File: config.mk
export PLATFORM = sky130hd
export DESIGN_NAME = tone_sounder
export DESIGN_NICKNAME = d
export VERILOG_FILES = /design/src/shared/tone_pkg.sv /design/src/verilog/tone_sounder.sv
export VERILOG_INCLUDE_DIRS = /design/src /design/src/shared
export SDC_FILE = /design/constraint.sdc
export NUM_CORES = 1
export LEC_CHECK = 0
export BUFFER_PORTS_ARGS = -buffer_cell sky130_fd_sc_hd__buf_2
export CORE_MARGIN = 8
export CORE_UTILIZATION = 40
export CTS_BUF_LIST = sky130_fd_sc_hd__clkbuf_4 sky130_fd_sc_hd__clkbuf_8 sky130_fd_sc_hd__clkbuf_16
export CTS_CLUSTER_SIZE = 16
export DETAILED_ROUTE_END_ITERATION = 10
export GPL_TIMING_DRIVEN = 0
export PLACE_DENSITY = 0.57
export RECOVER_POWER = 50
export SETUP_SLACK_MARGIN = 0.05
export SLEW_MARGIN = 20
export SYNTH_ARGS = -nofsm -noshare
export SYNTH_HDL_FRONTEND = slang
export SYNTH_SLANG_ARGS = --single-unit
File: constraint.sdc
create_clock -name clk_i -period 121.2 [get_ports clk_i]
set_input_delay 18.18 -clock clk_i [delete_from_list [all_inputs] [get_ports clk_i]]
set_output_delay 18.18 -clock clk_i [all_outputs]
set_load 0.02 [all_outputs]
File: src/shared/tone_regs.svh
`ifndef TONE_REGS_SVH
`define TONE_REGS_SVH

// ---------------------------------------------------------------
// Tone command fields
// ---------------------------------------------------------------
`define CMD_DUR_HI 7
`define CMD_DUR_LO 5
`define CMD_FRQ_HI 4
`define CMD_FRQ_LO 1
`define CMD_LVL_BIT 1
`define CMD_QSEL_BIT 0
`define CMD_RESET 8'h00

// Duration codes
`define DUR_CONT 3'h0
`define DUR_AUTO_SUB 3'h7

// Frequency/level codes
`define FRQ_LOW 4'h0
`define FRQ_HIGH 4'h1

// ---------------------------------------------------------------
// Timing
// ---------------------------------------------------------------
`define CLK_HZ 10000000
`define MS_PER_S 1000
`define HALF_SCALE 50

// Durations in ms, as printed
`define DUR1_MS 15625
`define DUR2_MS 3125
`define DUR3_MS 625
`define DUR4_MS 125
`define DUR5_MS 250
`define DUR6_MS 500
`define DUR7_MS 1000

// Tone frequencies in hundredths of a hertz
`define F2_CHZ 52325
`define F3_CHZ 58733
`define F4_CHZ 65926
`define F5_CHZ 69846
`define F6_CHZ 78399
`define F7_CHZ 88000
`define F8_CHZ 98777
`define F9_CHZ 104650
`define FA_CHZ 131850
`define FB_CHZ 156800
`define FC_CHZ 176000
`define FD_CHZ 209300
`define FE_CHZ 234930
`define FF_CHZ 263700

// Output pin groups
`define GPO_INT_BIT 6
`define MATRIX_LINES 16

`endif

File: src/shared/tone_pkg.sv
package tone_pkg;

   typedef enum logic [1:0] {
      ST_SLEEP = 2'b00,
      ST_IDLE = 2'b01,
      ST_PLAY = 2'b10
   } state_e;

   typedef struct packed {
      state_e state;
      logic [7:0] act_cmd;
      logic act_auto;
      logic [7:0] q_cmd;
      logic q_valid;
      logic q_auto;
      logic snd;
      logic [15:0] half_cnt;
      logic [15:0] ms_cnt;
      logic [13:0] dur_cnt;
      logic stop_pend;
      logic wr_ack;
      logic wr_nack;
      logic [7:0] rd_data;
      logic [6:0] general_purpose_output;
      logic int_n;
      logic alert_status;
      logic irq;
      logic keyscan_en;
      logic kfifo_clr;
      logic [15:0] matrix_oe_n;
   } state_s;

endpackage

File: src/verilog/tone_sounder.sv
`timescale 1ns/1ps
`include "tone_regs.svh"

module tone_sounder #(
   parameter int unsigned MS_TICK_CYCLES = `CLK_HZ / `MS_PER_S
) (
   // Clock, reset, enable
   input wire logic clk_i,
   input wire logic rst_i,
   input wire logic ce_i,
   // Host sounder access
   input wire logic wr_stb_i,
   input wire logic [7:0] wr_data_i,
   output logic wr_ack_o,
   output logic wr_nack_o,
   output logic [7:0] rd_data_o,
   // Automatic alert / key sounds
   input wire logic auto_stb_i,
   input wire logic [7:0] auto_cmd_i,
   // Configuration
   input wire logic cfg_wr_i,
   input wire logic run_not_sleep_bit_i,
   output logic keyscan_en_o,
   output logic keyscan_fifo_clr_o,
   // Key matrix lines
   output logic [15:0] matrix_line_oe_n_o,
   // Alert and interrupt
   input wire logic alert_i,
   input wire logic alert_irq_en_i,
   input wire logic irq_clr_i,
   output logic alert_status_o,
   output logic irq_req_o,
   // General-purpose outputs
   input wire logic gpo_wr_i,
   input wire logic [6:0] gpo_data_i,
   input wire logic int_gpo_sel_i,
   output logic [6:0] general_purpose_output_o,
   output logic int_n_o,
   // Sounder
   output logic sounder_o
);
   import tone_pkg::*;

   // ---------------------------------------------------------------
   // Lookup functions
   // ---------------------------------------------------------------

   // Half period of each tone in clock cycles
   // Integer division truncates: the tone runs a hair sharp,
   // never flat, and the error stays below one clock cycle
   function automatic logic [15:0] half_cycles(input logic [3:0] code);
      int unsigned f;
      f = `FF_CHZ;
      unique case (code)
         4'h2: f = `F2_CHZ;
         4'h3: f = `F3_CHZ;
         4'h4: f = `F4_CHZ;
         4'h5: f = `F5_CHZ;
         4'h6: f = `F6_CHZ;
         4'h7: f = `F7_CHZ;
         4'h8: f = `F8_CHZ;
         4'h9: f = `F9_CHZ;
         4'hA: f = `FA_CHZ;
         4'hB: f = `FB_CHZ;
         4'hC: f = `FC_CHZ;
         4'hD: f = `FD_CHZ;
         4'hE: f = `FE_CHZ;
         4'hF: f = `FF_CHZ;
         default: f = `FF_CHZ;
      endcase
      return 16'((`CLK_HZ * `HALF_SCALE) / f);
   endfunction

   // Duration in ms for a duration code
   // Code zero means no timer at all; the caller tests for it
   function automatic logic [13:0] dur_ms(input logic [2:0] code);
      logic [13:0] d;
      d = 14'h0000;
      unique case (code)
         3'h1: d = 14'(`DUR1_MS);
         3'h2: d = 14'(`DUR2_MS);
         3'h3: d = 14'(`DUR3_MS);
         3'h4: d = 14'(`DUR4_MS);
         3'h5: d = 14'(`DUR5_MS);
         3'h6: d = 14'(`DUR6_MS);
         3'h7: d = 14'(`DUR7_MS);
         default: d = 14'h0000;
      endcase
      return d;
   endfunction

   // Load a command as the active one
   // Timers restart from zero, so a new command never inherits
   // a part-used millisecond or half period from the old one
   function automatic state_s start_cmd(input state_s s, input logic [7:0] cmd,
                                        input logic is_auto);
      state_s t;
      logic [7:0] c;
      logic [3:0] frq;
      t = s;
      c = cmd;
      if (is_auto && c[`CMD_DUR_HI:`CMD_DUR_LO] == `DUR_CONT) begin
         c[`CMD_DUR_HI:`CMD_DUR_LO] = `DUR_AUTO_SUB;
      end
      frq = c[`CMD_FRQ_HI:`CMD_FRQ_LO];
      t.state = ST_PLAY;
      t.act_cmd = c;
      t.act_auto = is_auto;
      t.half_cnt = 16'h0000;
      t.ms_cnt = 16'h0000;
      t.dur_cnt = dur_ms(c[`CMD_DUR_HI:`CMD_DUR_LO]);
      t.stop_pend = 1'b0;
      // Level codes drive the level, tones open with the high half
      if (frq == `FRQ_LOW || frq == `FRQ_HIGH) begin
         t.snd = frq[0];
      end else begin
         t.snd = 1'b1;
      end
      return t;
   endfunction

   // ---------------------------------------------------------------
   // State
   // ---------------------------------------------------------------
   state_s r_reg;
   state_s r_next;

   logic [3:0] act_frq;
   logic act_is_level;
   logic act_cont;
   logic ms_tick;
   logic expired;
   logic half_done;
   logic cycle_end;
   logic finish;
   logic auto_lock;

   // ---------------------------------------------------------------
   // Active command decode
   // ---------------------------------------------------------------
   // Fields of the active command
   assign act_frq = r_reg.act_cmd[`CMD_FRQ_HI:`CMD_FRQ_LO];
   assign act_is_level = (act_frq == `FRQ_LOW) || (act_frq == `FRQ_HIGH);
   assign act_cont = (r_reg.act_cmd[`CMD_DUR_HI:`CMD_DUR_LO] == `DUR_CONT);

   // Host writes stay locked while any automatic sound is live
   assign auto_lock = (r_reg.state == ST_PLAY && r_reg.act_auto) || r_reg.q_auto;

   // Millisecond tick and expiry of the duration
   assign ms_tick = (r_reg.ms_cnt == 16'(MS_TICK_CYCLES - 1));
   assign expired = ms_tick && !act_cont && (r_reg.dur_cnt == 14'h0001);
   assign half_done = (r_reg.half_cnt == half_cycles(act_frq) - 16'h0001);

   // Cycle ends as the low half runs out
   assign cycle_end = half_done && !r_reg.snd;
   assign finish = (r_reg.state == ST_PLAY) &&
                   (act_is_level ? expired
                                 : ((r_reg.stop_pend || expired) && cycle_end));

   // ---------------------------------------------------------------
   // Next-state logic
   // ---------------------------------------------------------------
   // Priority runs top to bottom: host write, then automatic
   // sound, then the run bit, so sleep always has the last word
   always_comb begin
      r_next = r_reg;
      if (ce_i) begin
         // One-cycle answers, held while the enable is low
         r_next.wr_ack = 1'b0;
         r_next.wr_nack = 1'b0;
         r_next.kfifo_clr = 1'b0;

         // Alert status and interrupt, live in every mode
         r_next.alert_status = alert_i;
         r_next.irq = (r_reg.irq && !irq_clr_i) ||
                      (alert_i && !r_reg.alert_status && alert_irq_en_i);


         // General-purpose outputs, any mode
         if (gpo_wr_i) begin
            r_next.general_purpose_output = gpo_data_i;
         end


         // Tone engine
         if (r_reg.state == ST_PLAY) begin
            // Millisecond prescaler and duration countdown
            r_next.ms_cnt = ms_tick ? 16'h0000 : r_reg.ms_cnt + 16'h0001;
            if (ms_tick && !act_cont && r_reg.dur_cnt != 14'h0000) begin
               r_next.dur_cnt = r_reg.dur_cnt - 14'h0001;
            end
            // Expiry arms the stop; tones run to the cycle end, level codes stop at once
            if (expired) begin
               r_next.stop_pend = 1'b1;
            end
            // Level codes hold the pin, tones toggle each half period
            if (!act_is_level) begin
               r_next.half_cnt = half_done ? 16'h0000 : r_reg.half_cnt + 16'h0001;
               if (half_done) begin
                  r_next.snd = !r_reg.snd;
               end
            end
            // A finished command hands over to the queued one at once
            if (finish) begin
               r_next.snd = 1'b0;
               r_next.state = ST_IDLE;
               r_next.act_auto = 1'b0;
               r_next.act_cmd = `CMD_RESET;
               if (r_reg.q_valid) begin
                  r_next = start_cmd(r_next, r_reg.q_cmd, r_reg.q_auto);
                  r_next.q_valid = 1'b0;
                  r_next.q_auto = 1'b0;
               end
            end
         end


         // Host write to the sounder
         // A refused write leaves queue and engine untouched
         if (wr_stb_i) begin
            if (r_reg.state == ST_SLEEP) begin
               r_next.wr_ack = 1'b1;
            end else if (auto_lock || auto_stb_i) begin
               r_next.wr_nack = 1'b1;
            end else begin
               r_next.wr_ack = 1'b1;
               if (!wr_data_i[`CMD_QSEL_BIT] ||
                   wr_data_i[`CMD_FRQ_HI:`CMD_FRQ_LO] == `FRQ_LOW ||
                   wr_data_i[`CMD_FRQ_HI:`CMD_FRQ_LO] == `FRQ_HIGH) begin
                  r_next = start_cmd(r_next, wr_data_i, 1'b0);
                  r_next.q_valid = 1'b0;
                  r_next.q_auto = 1'b0;
               end else if (r_next.state == ST_PLAY) begin
                  r_next.q_cmd = wr_data_i;
                  r_next.q_valid = 1'b1;
                  r_next.q_auto = 1'b0;
               end else begin
                  r_next = start_cmd(r_next, wr_data_i, 1'b0);
               end
            end
         end


         // Automatic alert or key sound, queue bit ignored
         // A host write in the same cycle was already refused
         if (auto_stb_i && r_reg.state != ST_SLEEP) begin
            if (r_next.state == ST_PLAY && r_next.act_auto) begin
               r_next.q_cmd = auto_cmd_i;
               r_next.q_valid = 1'b1;
               r_next.q_auto = 1'b1;
            end else begin
               r_next = start_cmd(r_next, auto_cmd_i, 1'b1);
               r_next.q_valid = 1'b0;
               r_next.q_auto = 1'b0;
            end
         end


         // Configuration run bit
         // Sleep keeps the pin level; wake acts only from real sleep
         if (cfg_wr_i) begin
            if (!run_not_sleep_bit_i) begin
               r_next.state = ST_SLEEP;
               r_next.act_auto = 1'b0;
               r_next.act_cmd = `CMD_RESET;
               r_next.q_valid = 1'b0;
               r_next.q_auto = 1'b0;
               r_next.snd = r_reg.snd;
            end else if (r_reg.state == ST_SLEEP) begin
               r_next.state = ST_IDLE;
               r_next.q_valid = 1'b0;
               r_next.q_auto = 1'b0;
               r_next.kfifo_clr = 1'b1;
            end
            // Already running: no queue or FIFO change
         end


         // Derived outputs
         r_next.keyscan_en = (r_next.state != ST_SLEEP);
         r_next.matrix_oe_n = {`MATRIX_LINES{r_next.state == ST_SLEEP}};
         r_next.int_n = int_gpo_sel_i ? r_next.general_purpose_output[`GPO_INT_BIT] : !r_next.irq;
         if (r_next.state == ST_PLAY) begin
            r_next.rd_data = {r_next.act_cmd[`CMD_DUR_HI:`CMD_LVL_BIT],
                              r_next.q_valid};
         end else begin
            r_next.rd_data = `CMD_RESET;
         end
      end
   end

   // ---------------------------------------------------------------
   // State register
   // ---------------------------------------------------------------
   // Reset lands in run mode with the interrupt pin released
   always_ff @(posedge clk_i or posedge rst_i) begin
      if (rst_i) begin
         r_reg <= '0;
         r_reg.state <= ST_IDLE;
         r_reg.int_n <= 1'b1;
         r_reg.keyscan_en <= 1'b1;
      end else begin
         r_reg <= r_next;
      end
   end

   // ---------------------------------------------------------------
   // Outputs
   // ---------------------------------------------------------------
   // Every output is a field of the one state register
   assign wr_ack_o = r_reg.wr_ack;
   assign wr_nack_o = r_reg.wr_nack;
   assign rd_data_o = r_reg.rd_data;
   assign keyscan_en_o = r_reg.keyscan_en;
   assign keyscan_fifo_clr_o = r_reg.kfifo_clr;
   assign matrix_line_oe_n_o = r_reg.matrix_oe_n;
   assign alert_status_o = r_reg.alert_status;
   assign irq_req_o = r_reg.irq;
   assign general_purpose_output_o = r_reg.general_purpose_output;
   assign int_n_o = r_reg.int_n;
   assign sounder_o = r_reg.snd;

endmodule

* After elaboration in Yosys (flattened, before gate mapping)
Memory sizes are Yosys's and may differ from the RTL's.
Index checks and enable logic that the tools add are counted.
** Operators by class
- Add/subtract/negate cells :: 4
- Divide/modulo/power cells :: 1
- Equal/unequal tests :: 33
- Mux-type cells :: 58
- Reduce and logical (&&, ||, !) cells :: 42
** Operator list (count)
- $mux W107 :: 9
- $pmux W14 S7 :: 3
- $mux W86 :: 2
- $mux W70 :: 1
- $mux W69 :: 1
- $mux W11 :: 4
- $mux W37 :: 1
- $eq A3 B3 Y1 const B :: 12
- $mux W36 :: 1
- $add A16 B1 Y16 const B :: 2
- $div A29 B32 Y32 const A :: 1
- $mux W16 :: 2
- $mux W3 :: 10
- $mux W10 :: 2
- $eq A3 B2 Y1 const B :: 6
- $mux W17 :: 1
- $eq A16 B14 Y1 const B :: 1
- $eq A16 B16 Y1 :: 1
- $eq A4 B1 Y1 const B :: 4
- $logic_not A4 Y1 :: 4
- $sub A16 B1 Y16 const B :: 1
- $eq A14 B1 Y1 const B :: 1
- $mux W14 :: 1
- $reduce_bool A14 Y1 :: 1
- 16 further kinds :: 66
** Storage, ports and cells
- Register bits :: 92
- ROM bits :: 304
- Output and inout port bits :: 39
- Logic and storage cells :: 160
- Memories :: 1
** Memories
- (name not given) :: depth 16, width 19, read ports 1, clocked after Yosys merged registers in 0, write ports 0, RTL line tone_sounder.sv:54 : unique case (code)

* Logic depth before layout (Yosys ltp)
Gate-level depths: netlist (run 1).
- Word-level depth :: 40
- Gate-level depth with buffers :: 380

* Least setup slack after synthesis (run 1)
OpenSTA, ideal clock, no wires.
- Path type :: register to register
- From :: register r_reg (netlist bit act_frq[2])
- To :: register r_reg[53] in the netlist's numbering
- Arrival time :: 72.718 ns
- Data required time :: 121.135 ns
- Setup slack :: 48.416 ns
- Stages on the path, launching flop included :: 361
- Path buffers :: 47
- Clock period less this slack :: 72.784 ns
- Path through :: dfrtp_1 -> buf_2 -> buf_2 -> buf_2 -> inv_1 -> clkbuf_1 -> ha_1 -> o21ai_0 -> ha_1 -> clkbuf_1 -> a211oi_1 -> o21ai_0 -> o21a_1 -> o21ai_1 -> nor2_1 -> ha_1 -> clkbuf_1 -> a21o_1 -> [... 325 more ...] -> nor2_1 -> a21oi_1 -> a21oi_1 -> o21ai_0 -> nand3_1 -> a221o_1 -> inv_1 -> ha_1 -> o21ai_0 -> a21oi_1 -> nand3_1 -> o21ai_0 -> nor2b_1 -> nand2b_1 -> nand3_1 -> o21ai_1 -> clkbuf_1 -> mux2_2
** On the way
- Word-level cells in the longest chain between the ends :: 23
- Elaborated cells between the ends (all ways) :: 27
- Classes of those cells :: add/sub (1); div (1); eq/ne (4); mux (14); reduce/logical (6); memory (1)
** RTL lines
- start: declaration :: RTL line tone_sounder.sv:125 : state_s r_reg;
- start signal: assignment :: RTL line tone_sounder.sv:303 : r_reg <= r_next;
- $mem_v2 Z16 W19
- $div A29 B32 Y32 :: RTL line tone_sounder.sv:71 : return 16'((`CLK_HZ * `HALF_SCALE) / f);
- $sub A16 B1 Y16 :: RTL line tone_sounder.sv:152 : assign half_done = (r_reg.half_cnt == half_cycles(act_frq) - 16'h0001);
- $eq A16 B16 Y1 :: RTL line tone_sounder.sv:152
- $logic_and A1 B1 Y1 :: RTL line tone_sounder.sv:155 : assign cycle_end = half_done && !r_reg.snd;
- $logic_and A1 B1 Y1 :: RTL line tone_sounder.sv:158 : : ((r_reg.stop_pend || expired) && cycle_end));
- $mux W1 * :: RTL line tone_sounder.sv:157 : (act_is_level ? expired
- $logic_and A1 B1 Y1 * :: RTL line tone_sounder.sv:156 : assign finish = (r_reg.state == ST_PLAY) &&
- [... 7 more ...]
- $mux W69 :: RTL line tone_sounder.sv:221 : if (r_reg.state == ST_SLEEP) begin
- $mux W107 * :: RTL line tone_sounder.sv:220 : if (wr_stb_i) begin
- $mux W107 * :: RTL line tone_sounder.sv:167 : if (ce_i) begin
- $eq A2 B2 Y1 :: RTL line tone_sounder.sv:247 : if (r_next.state == ST_PLAY && r_next.act_auto) begin
- $logic_and A1 B1 Y1 :: RTL line tone_sounder.sv:247
- $mux W86 :: RTL line tone_sounder.sv:247
- $mux W107 * :: RTL line tone_sounder.sv:246 : if (auto_stb_i && r_reg.state != ST_SLEEP) begin
- $mux W107 * :: RTL line tone_sounder.sv:167
Every way passes the cells marked *; elsewhere a longest branch is shown, timed or not. The select of a mux whose other input is x is not followed.
A chain may end at the register's enable or synchronous reset.

* Worst setup path after layout (run 1)
Same ends and word-level chain as after synthesis.

==> run metrics, run 1 <==
width of the die=294 µm; multiplexer area fraction after synthesis=under 10%; vias per cell=around 6.1; final setup vio count=0; Max stage delay on crit path=just over 0.8 ns; drt drc=0; Critical Path Start=act_frq[2]; Max Cap Viol=1; final wirelength=~110 mm; post-DR wirelength/cell=19.9 µm; Total GRT Usage=between 20% and 30%; routed vias=approximately 34,000; CP max FO=13; Yosys reg bits=90; WP data required=roughly 120 ns; Hold/Removal Path Class=reg -> reg; largest net degree at the start of global routing=61; Primary FF master, synth=dfrtp_1; vias in the first global route=~32,000; Slew headroom=-129%; library cells used by synthesis=between 100 and 150; clk_lat worst skew=~0.37 ns; DR pass1 iterations=6; Setup Total Neg Slack=0 ns; post-synthesis simple-gate area fraction=between 20% and 30%; arrival time of the worst setup path=between 90 and 100 ns; std cell rows=about 100; Net count, final=4,859; CTS tree=done; first-pass GRT wire length=172 mm; placed wire-length estimate=around 88 mm; most common cell after layout, fill and taps aside=nand2_1; Worst path slowest cell=o21ai_1; Cell Area, Synth=between 30,000 and 40,000 µm²; synth-to-layout area growth=8.30%; Initial Utilization=40.1%; final hold vios=0; Hold Buf Count CTS=0; RSZ-0062 raised after global routing=false; reg2reg start=act_frq[2]; max-slew violations=61; R2R setup slack=roughly 26 ns; EDFF count, synth=0; clock sink total=90; Synth Area in XOR/XNOR=under 10%; clk slew on worst S/H paths=0.07 ns; CTS Buffer Depth=2; yosys synthesis warning count=0; Worst-Margin Slew=about 3.4 ns; Root Buffer=clkbuf_16; asr flop ratio synth=100%; Antenna Nets Post-Route=0; termination of the worst setup path=r_reg[53]; post-synthesis compound-gate area fraction=about 34%; initial antenna violation count=2; crit share post-route=between 70% and 80%; GRT overflow=0; worst reg-to-reg path cell count=between 300 and 400; postcts setup bufs=0; Die Area=around 86,000 µm²; status=finished, violations left; min cycle time layout=roughly 95 ns; critical path's top delay family=compound AO/OA/AOI/OAI gates; H-tree levels=3; Startpoint Class=register; GP Congestion=roughly 0.93; PostCTS Resize Cnt=0; skew final=approximately 0.012 ns; # diodes=0; Seq/Total Area, Yosys=under 10%; syn avg cell area=~7.1 µm²; cell count after synthesis=~4,300; Post-Synth Adder-Cell Area=~15%; most used cell, CP=a21oi_1; largest family of logic cells by synthesized area=compound AO/OA/AOI/OAI gates; area of the core=~77,000 µm²; port bufs=68; Critical Path End Type=register; drt initial violations=~2,500; Die Y=294 µm; share of cells above drive strength 1=under 10%; worst path bufs/invs=53; most frequent cells in the layout=381 x nand2_1, 380 x nor2_1, 380 x a21oi_1, 374 x ha_1, 320 x o21ai_0; Num CTS Buffers=9; RR Endpoint=r_reg[53]; failing checks=max-capacitance violations, max-slew violations; number of flip-flops in the largest register=62; achievable frequency=between 0.01 and 0.015 GHz; Worst Path Class, Setup=reg -> reg; WP depth=359; I/O pins=74
==> worst register-to-register path, delay by kind of cell, from the launching register on <==
kind / cells / cell delay, ns
adder cells (fa/ha/maj): 25 / 7.98
flip-flops: 1 / 0.45
AND/OR/NAND/NOR: 82 / 18.82
AO/OA/AOI/OAI: 192 / 46.13
buffers and inverters: 53 / 19.13
multiplexers: 7 / 2.78
==> worst min-delay path by stage <==
stage,start,end,slack [ns],depth (start not counted)
3_5_place_dp,irq_req_o,irq_req_o,0.49,1
3_3_place_gp,irq_req_o,irq_req_o,0.48,1
6_report,general_purpose_output_o[4],general_purpose_output_o[4],0.50,1
5_1_grt,general_purpose_output_o[1],general_purpose_output_o[1],0.53,1
2_1_floorplan,r_reg[38],r_reg[38],0.45,2
4_1_cts,irq_req_o,irq_req_o,0.51,1
==> cell type report <==
cell class	count	area (µm²)
inverter	171	644
tap	1040	1300
fill	8039	43500
sequential	90	2260
clock inverter	7	70.1
timing repair buffer	86	737
buffer	174	833
clock buffer	9	225
multi-input combinational	3918	27400
==> synth_stat cells, types with 12 or more instances <==
cell / n / area share, %
buf_1: 15 / 0.18
buf_2: 21 / 0.34
nor3b_1: 20 / 0.49
nand2b_1: 78 / 1.6
a21oi_1: 382 / 6.2
nand2_1: 382 / 4.6
o21ai_1: 23 / 0.37
or3_1: 48 / 0.97
and4_1: 13 / 0.37
inv_1: 168 / 2.0
a31oi_1: 54 / 1.1
o21ai_0: 323 / 5.2
xnor2_1: 214 / 6.1
ha_1: 374 / 15
nand4_1: 52 / 1.1
o2111ai_1: 16 / 0.45
buf_4: 35 / 0.85
dfrtp_1: 87 / 7.1
o21a_1: 85 / 2.1
a211oi_1: 46 / 1.1
o31ai_1: 67 / 1.6
or4_1: 13 / 0.32
nand3_1: 114 / 1.8
o21bai_1: 51 / 1.2
clkbuf_1: 100 / 1.2
nor2b_1: 46 / 0.93
a221oi_1: 15 / 0.43
o211ai_1: 50 / 1.2
nor4_1: 40 / 0.81
and2_1: 48 / 0.97
o22ai_1: 50 / 1.0
a31o_2: 19 / 0.54
and3_1: 56 / 1.1
a21boi_0: 31 / 0.75
or2_2: 32 / 0.65
a211o_1: 28 / 0.79
mux2_2: 116 / 4.2
mux2i_1: 24 / 0.78
nor3_1: 117 / 1.9
a21o_1: 134 / 3.3
o221ai_1: 12 / 0.34
xor2_1: 75 / 2.1
nor2_1: 380 / 4.6
==> stage by stage <==
stage | instances | util [%] | instance area (µm²) | worst slack (ns) | hold slack [ns]
CTS | 5495 | 43.5 | 33500 | 26.85 | 0.510
floorplan | 4353 | - | 30900 | 48.42 | 0.449
finish | 5495 | 43.4 | 33400 | 25.87 | 0.505
detailed placement | 5479 | 43.1 | 33200 | 27.28 | 0.493
global placement | 5461 | 42.3 | 32500 | 24.12 | 0.485
global route | 5495 | 43.4 | 33400 | 18.33 | 0.529
==> kinds of logic after synthesis <==
family,Yosys count
adders and majority gates,374
muxes,145
and+or+nand+nor,1514
DFF,90
AOI/OAI and AO/OA,1582
xor gates and xnor gates,289
other,2
buffers and inverters,345
==> metal layers <==
| layer | part of all wire, % | vias to the layer above | global-route usage [%] |
|---|---|---|---|
| met2 | 45 | 1025 | 41.0 |
| met5 | 0.011 | - | 0 |
| met3 | 5.7 | 174 | 2.27 |
| met4 | 3.5 | 2 | 8.09 |
| li1 | - | 16600 | - |
| met1 | 45 | 15807 | 32.1 |
Power of run 1 is not shown: default switching activity piles up to over one toggle a cycle in this logic, so the estimate is an artifact.
==> run 2, diff against run 1 <==
==> constraint.sdc (replaced) <==
create_clock -name clk_i -period 94.2 [get_ports clk_i]
set_input_delay 14.13 -clock clk_i [delete_from_list [all_inputs] [get_ports clk_i]]
set_output_delay 14.13 -clock clk_i [all_outputs]
set_load 0.02 [all_outputs]
==> run 2 against run 1 <==
  * The flow still finishes with violations (max-capacitance violations, max-slew violations)
  * Count of clock-buffer cells in the layout stayed put
  * Final cell count is 0.11% higher
  * Wire length is 0.12% lower
  * Die area stayed put
  * Global-route usage stayed put
  * Non-clock buffer count is 6 higher
  * Cell area is 0.51% higher
  * Sequential cell count stayed put
  * Critical path depth is 3 higher
  * Critical endpoint unchanged
==> run metrics, run 2 (synthesized netlist as in run 1, its figures left out) <==
Non-Filler Instances=5,501 (+0.11%); initial antenna violation count=2 (unchanged); Max stage delay on crit path=0.67 ns (-0.14 ns); Cell Area, Placed=33,200 µm² (unchanged); achievable frequency=0.0115 GHz (+9.2%); share of cells above drive strength 1=10.4% (+1.1 points); WL met1=49.7 mm (+0.16%); failing checks=max-capacitance violations, max-slew violations; final wirelength=109 mm (-0.12%); skew final=0.0100 ns (-0.00190 ns); placed wire-length estimate=88.4 mm (unchanged); Hold Buf Count CTS=0 (unchanged); Die Area=86,300 µm² (unchanged); crit share post-route=92.7% (+14 points); min cycle time layout=87.31 ns (-8.02 ns); std cell rows=102 (unchanged); width of the die=294 µm (unchanged); port bufs=68 (unchanged); RSZ-0062 raised after global routing=false; placed cells=5,479 (unchanged); clk_lat worst skew=0.37 ns (about the same); design area=33,600 µm² (+0.51%); final setup vio count=0 (unchanged); routed vias=33,526 (-0.24%); Max Cap Viol=1 (unchanged); GP Congestion=0.928 (unchanged); Worst path slowest cell=or4_1; CP max FO=14 (+1); DR WL met2=49.9 mm (+0.36%); largest net degree at the start of global routing=61 (unchanged); vias per cell=6.09 (-0.35%); Hold/Removal Path Class=reg -> reg; I/O pins=74 (unchanged); final hold vios=0 (unchanged); Critical Path End Type=register; clock sink total=90 (unchanged); vias in the first global route=31,506 (unchanged); highest metal used=met5; arrival time of the worst setup path=87.62 ns (-8.01 ns); Startpoint Class=register; Net count, final=4,865 (+0.12%); post-DR wirelength/cell=19.9 µm (-0.22%); most common cell after layout, fill and taps aside=nand2_1; Antenna Nets Post-Route=0 (unchanged); Die Y=294 µm (unchanged); GRT overflow=0 (unchanged); number of flip-flops in the largest register=62 (unchanged); drt drc=0 (unchanged); H-tree levels=3 (unchanged); first-pass GRT wire length=172 mm (unchanged); Total GRT Usage=24.2% (unchanged); Routed met3 length=5.97 mm (-4.4%); drt initial violations=2,476 (+0.53%); status=finished, violations left; CTS tree=done; most used cell, CP=a21oi_1; synth-to-layout area growth=8.84%; Initial Utilization=40.1% (unchanged); max-slew violations=61 (unchanged); Num CTS Buffers=9 (unchanged); CTS Buffer Depth=2 (unchanged); Worst Path Class, Setup=reg -> reg; Slew headroom=-129% (about the same); DR pass1 iterations=6 (unchanged); most frequent cells in the layout=381 x nand2_1, 378 x nor2_1, 378 x a21oi_1, 374 x ha_1, 319 x o21ai_0; clk slew on worst S/H paths=0.07 ns (about the same); area of the core=77,000 µm² (unchanged); # diodes=0 (unchanged); Root Buffer=clkbuf_16; WP data required=94.51 ns (-26.99 ns); Worst-Margin Slew=3.43 ns (-0.00117 ns)
-- run 2: final cells by class --
cell class                      instances  area [µm²]
Fill cell                            8041       43400
Sequential cell                        90        2260
Buffer                                174         870
Timing Repair Buffer                   92         782
Multi-Input combinational cell       3918       27400
Clock buffer                            9         225
Clock inverter                          7        70.1
Inverter                              171         644
Tap cell                             1040        1300
-- run 2: timing repair --
action,in CTS,in global routing
setup buffers,0,6
gates resized for setup,1,73
endpoints found under the setup margin,10,77
pin swaps,0,3
-- run 2: routing by layer --
metal	track usage [%]	vias to the layer above
li1	-	16606
met1	32.1	15806
met2	41.0	937
met3	2.27	175
met4	8.09	2
met5	0	-
-- run 2: worst paths after layout --
check                                         endpoint  depth (start not counted)                         from  slack [ns]
min reg2reg                general_purpose_output_o[4]                          1  general_purpose_output_o[4]        0.50
max reg2reg                                  r_reg[53]                        362                   act_frq[1]        6.89
max in group asynchronous                    r_reg[61]                          3                        rst_i       76.32
max                                          r_reg[53]                        362                   act_frq[1]        6.89
min in group asynchronous                    r_reg[83]                          2                        rst_i       14.05
min                        general_purpose_output_o[4]                          1  general_purpose_output_o[4]        0.50
-- run 2: worst max-delay path, delay by kind of cell, from the launching register on --
| family | cells | cell delay, ns |
|---|---|---|
| adder cells (fa/ha/maj) | 25 | 7.96 |
| AO/OA/AOI/OAI | 194 | 42.79 |
| flip-flops | 1 | 0.64 |
| buffers and inverters | 51 | 14.79 |
| multiplexers | 7 | 2.56 |
| AND/OR/NAND/NOR | 85 | 18.20 |
-- run 2: through the flow --
| stage | worst slack, ns | TNS (ns) | utilization [%] | hold slack, ns |
|---|---|---|---|---|
| floorplan | 21.42 | 0 | - | 0.449 |
| global placement | -2.88 | -133.59 | 42.3 | 0.485 |
| detailed placement | 0.276 | 0 | 43.1 | 0.493 |
| CTS | 0.0523 | 0 | 43.5 | 0.510 |
| global route | 0.0225 | 0 | 43.6 | 0.529 |
| finish | 6.89 | 0 | 43.6 | 0.505 |
Power of run 2 is left out for the same reason.
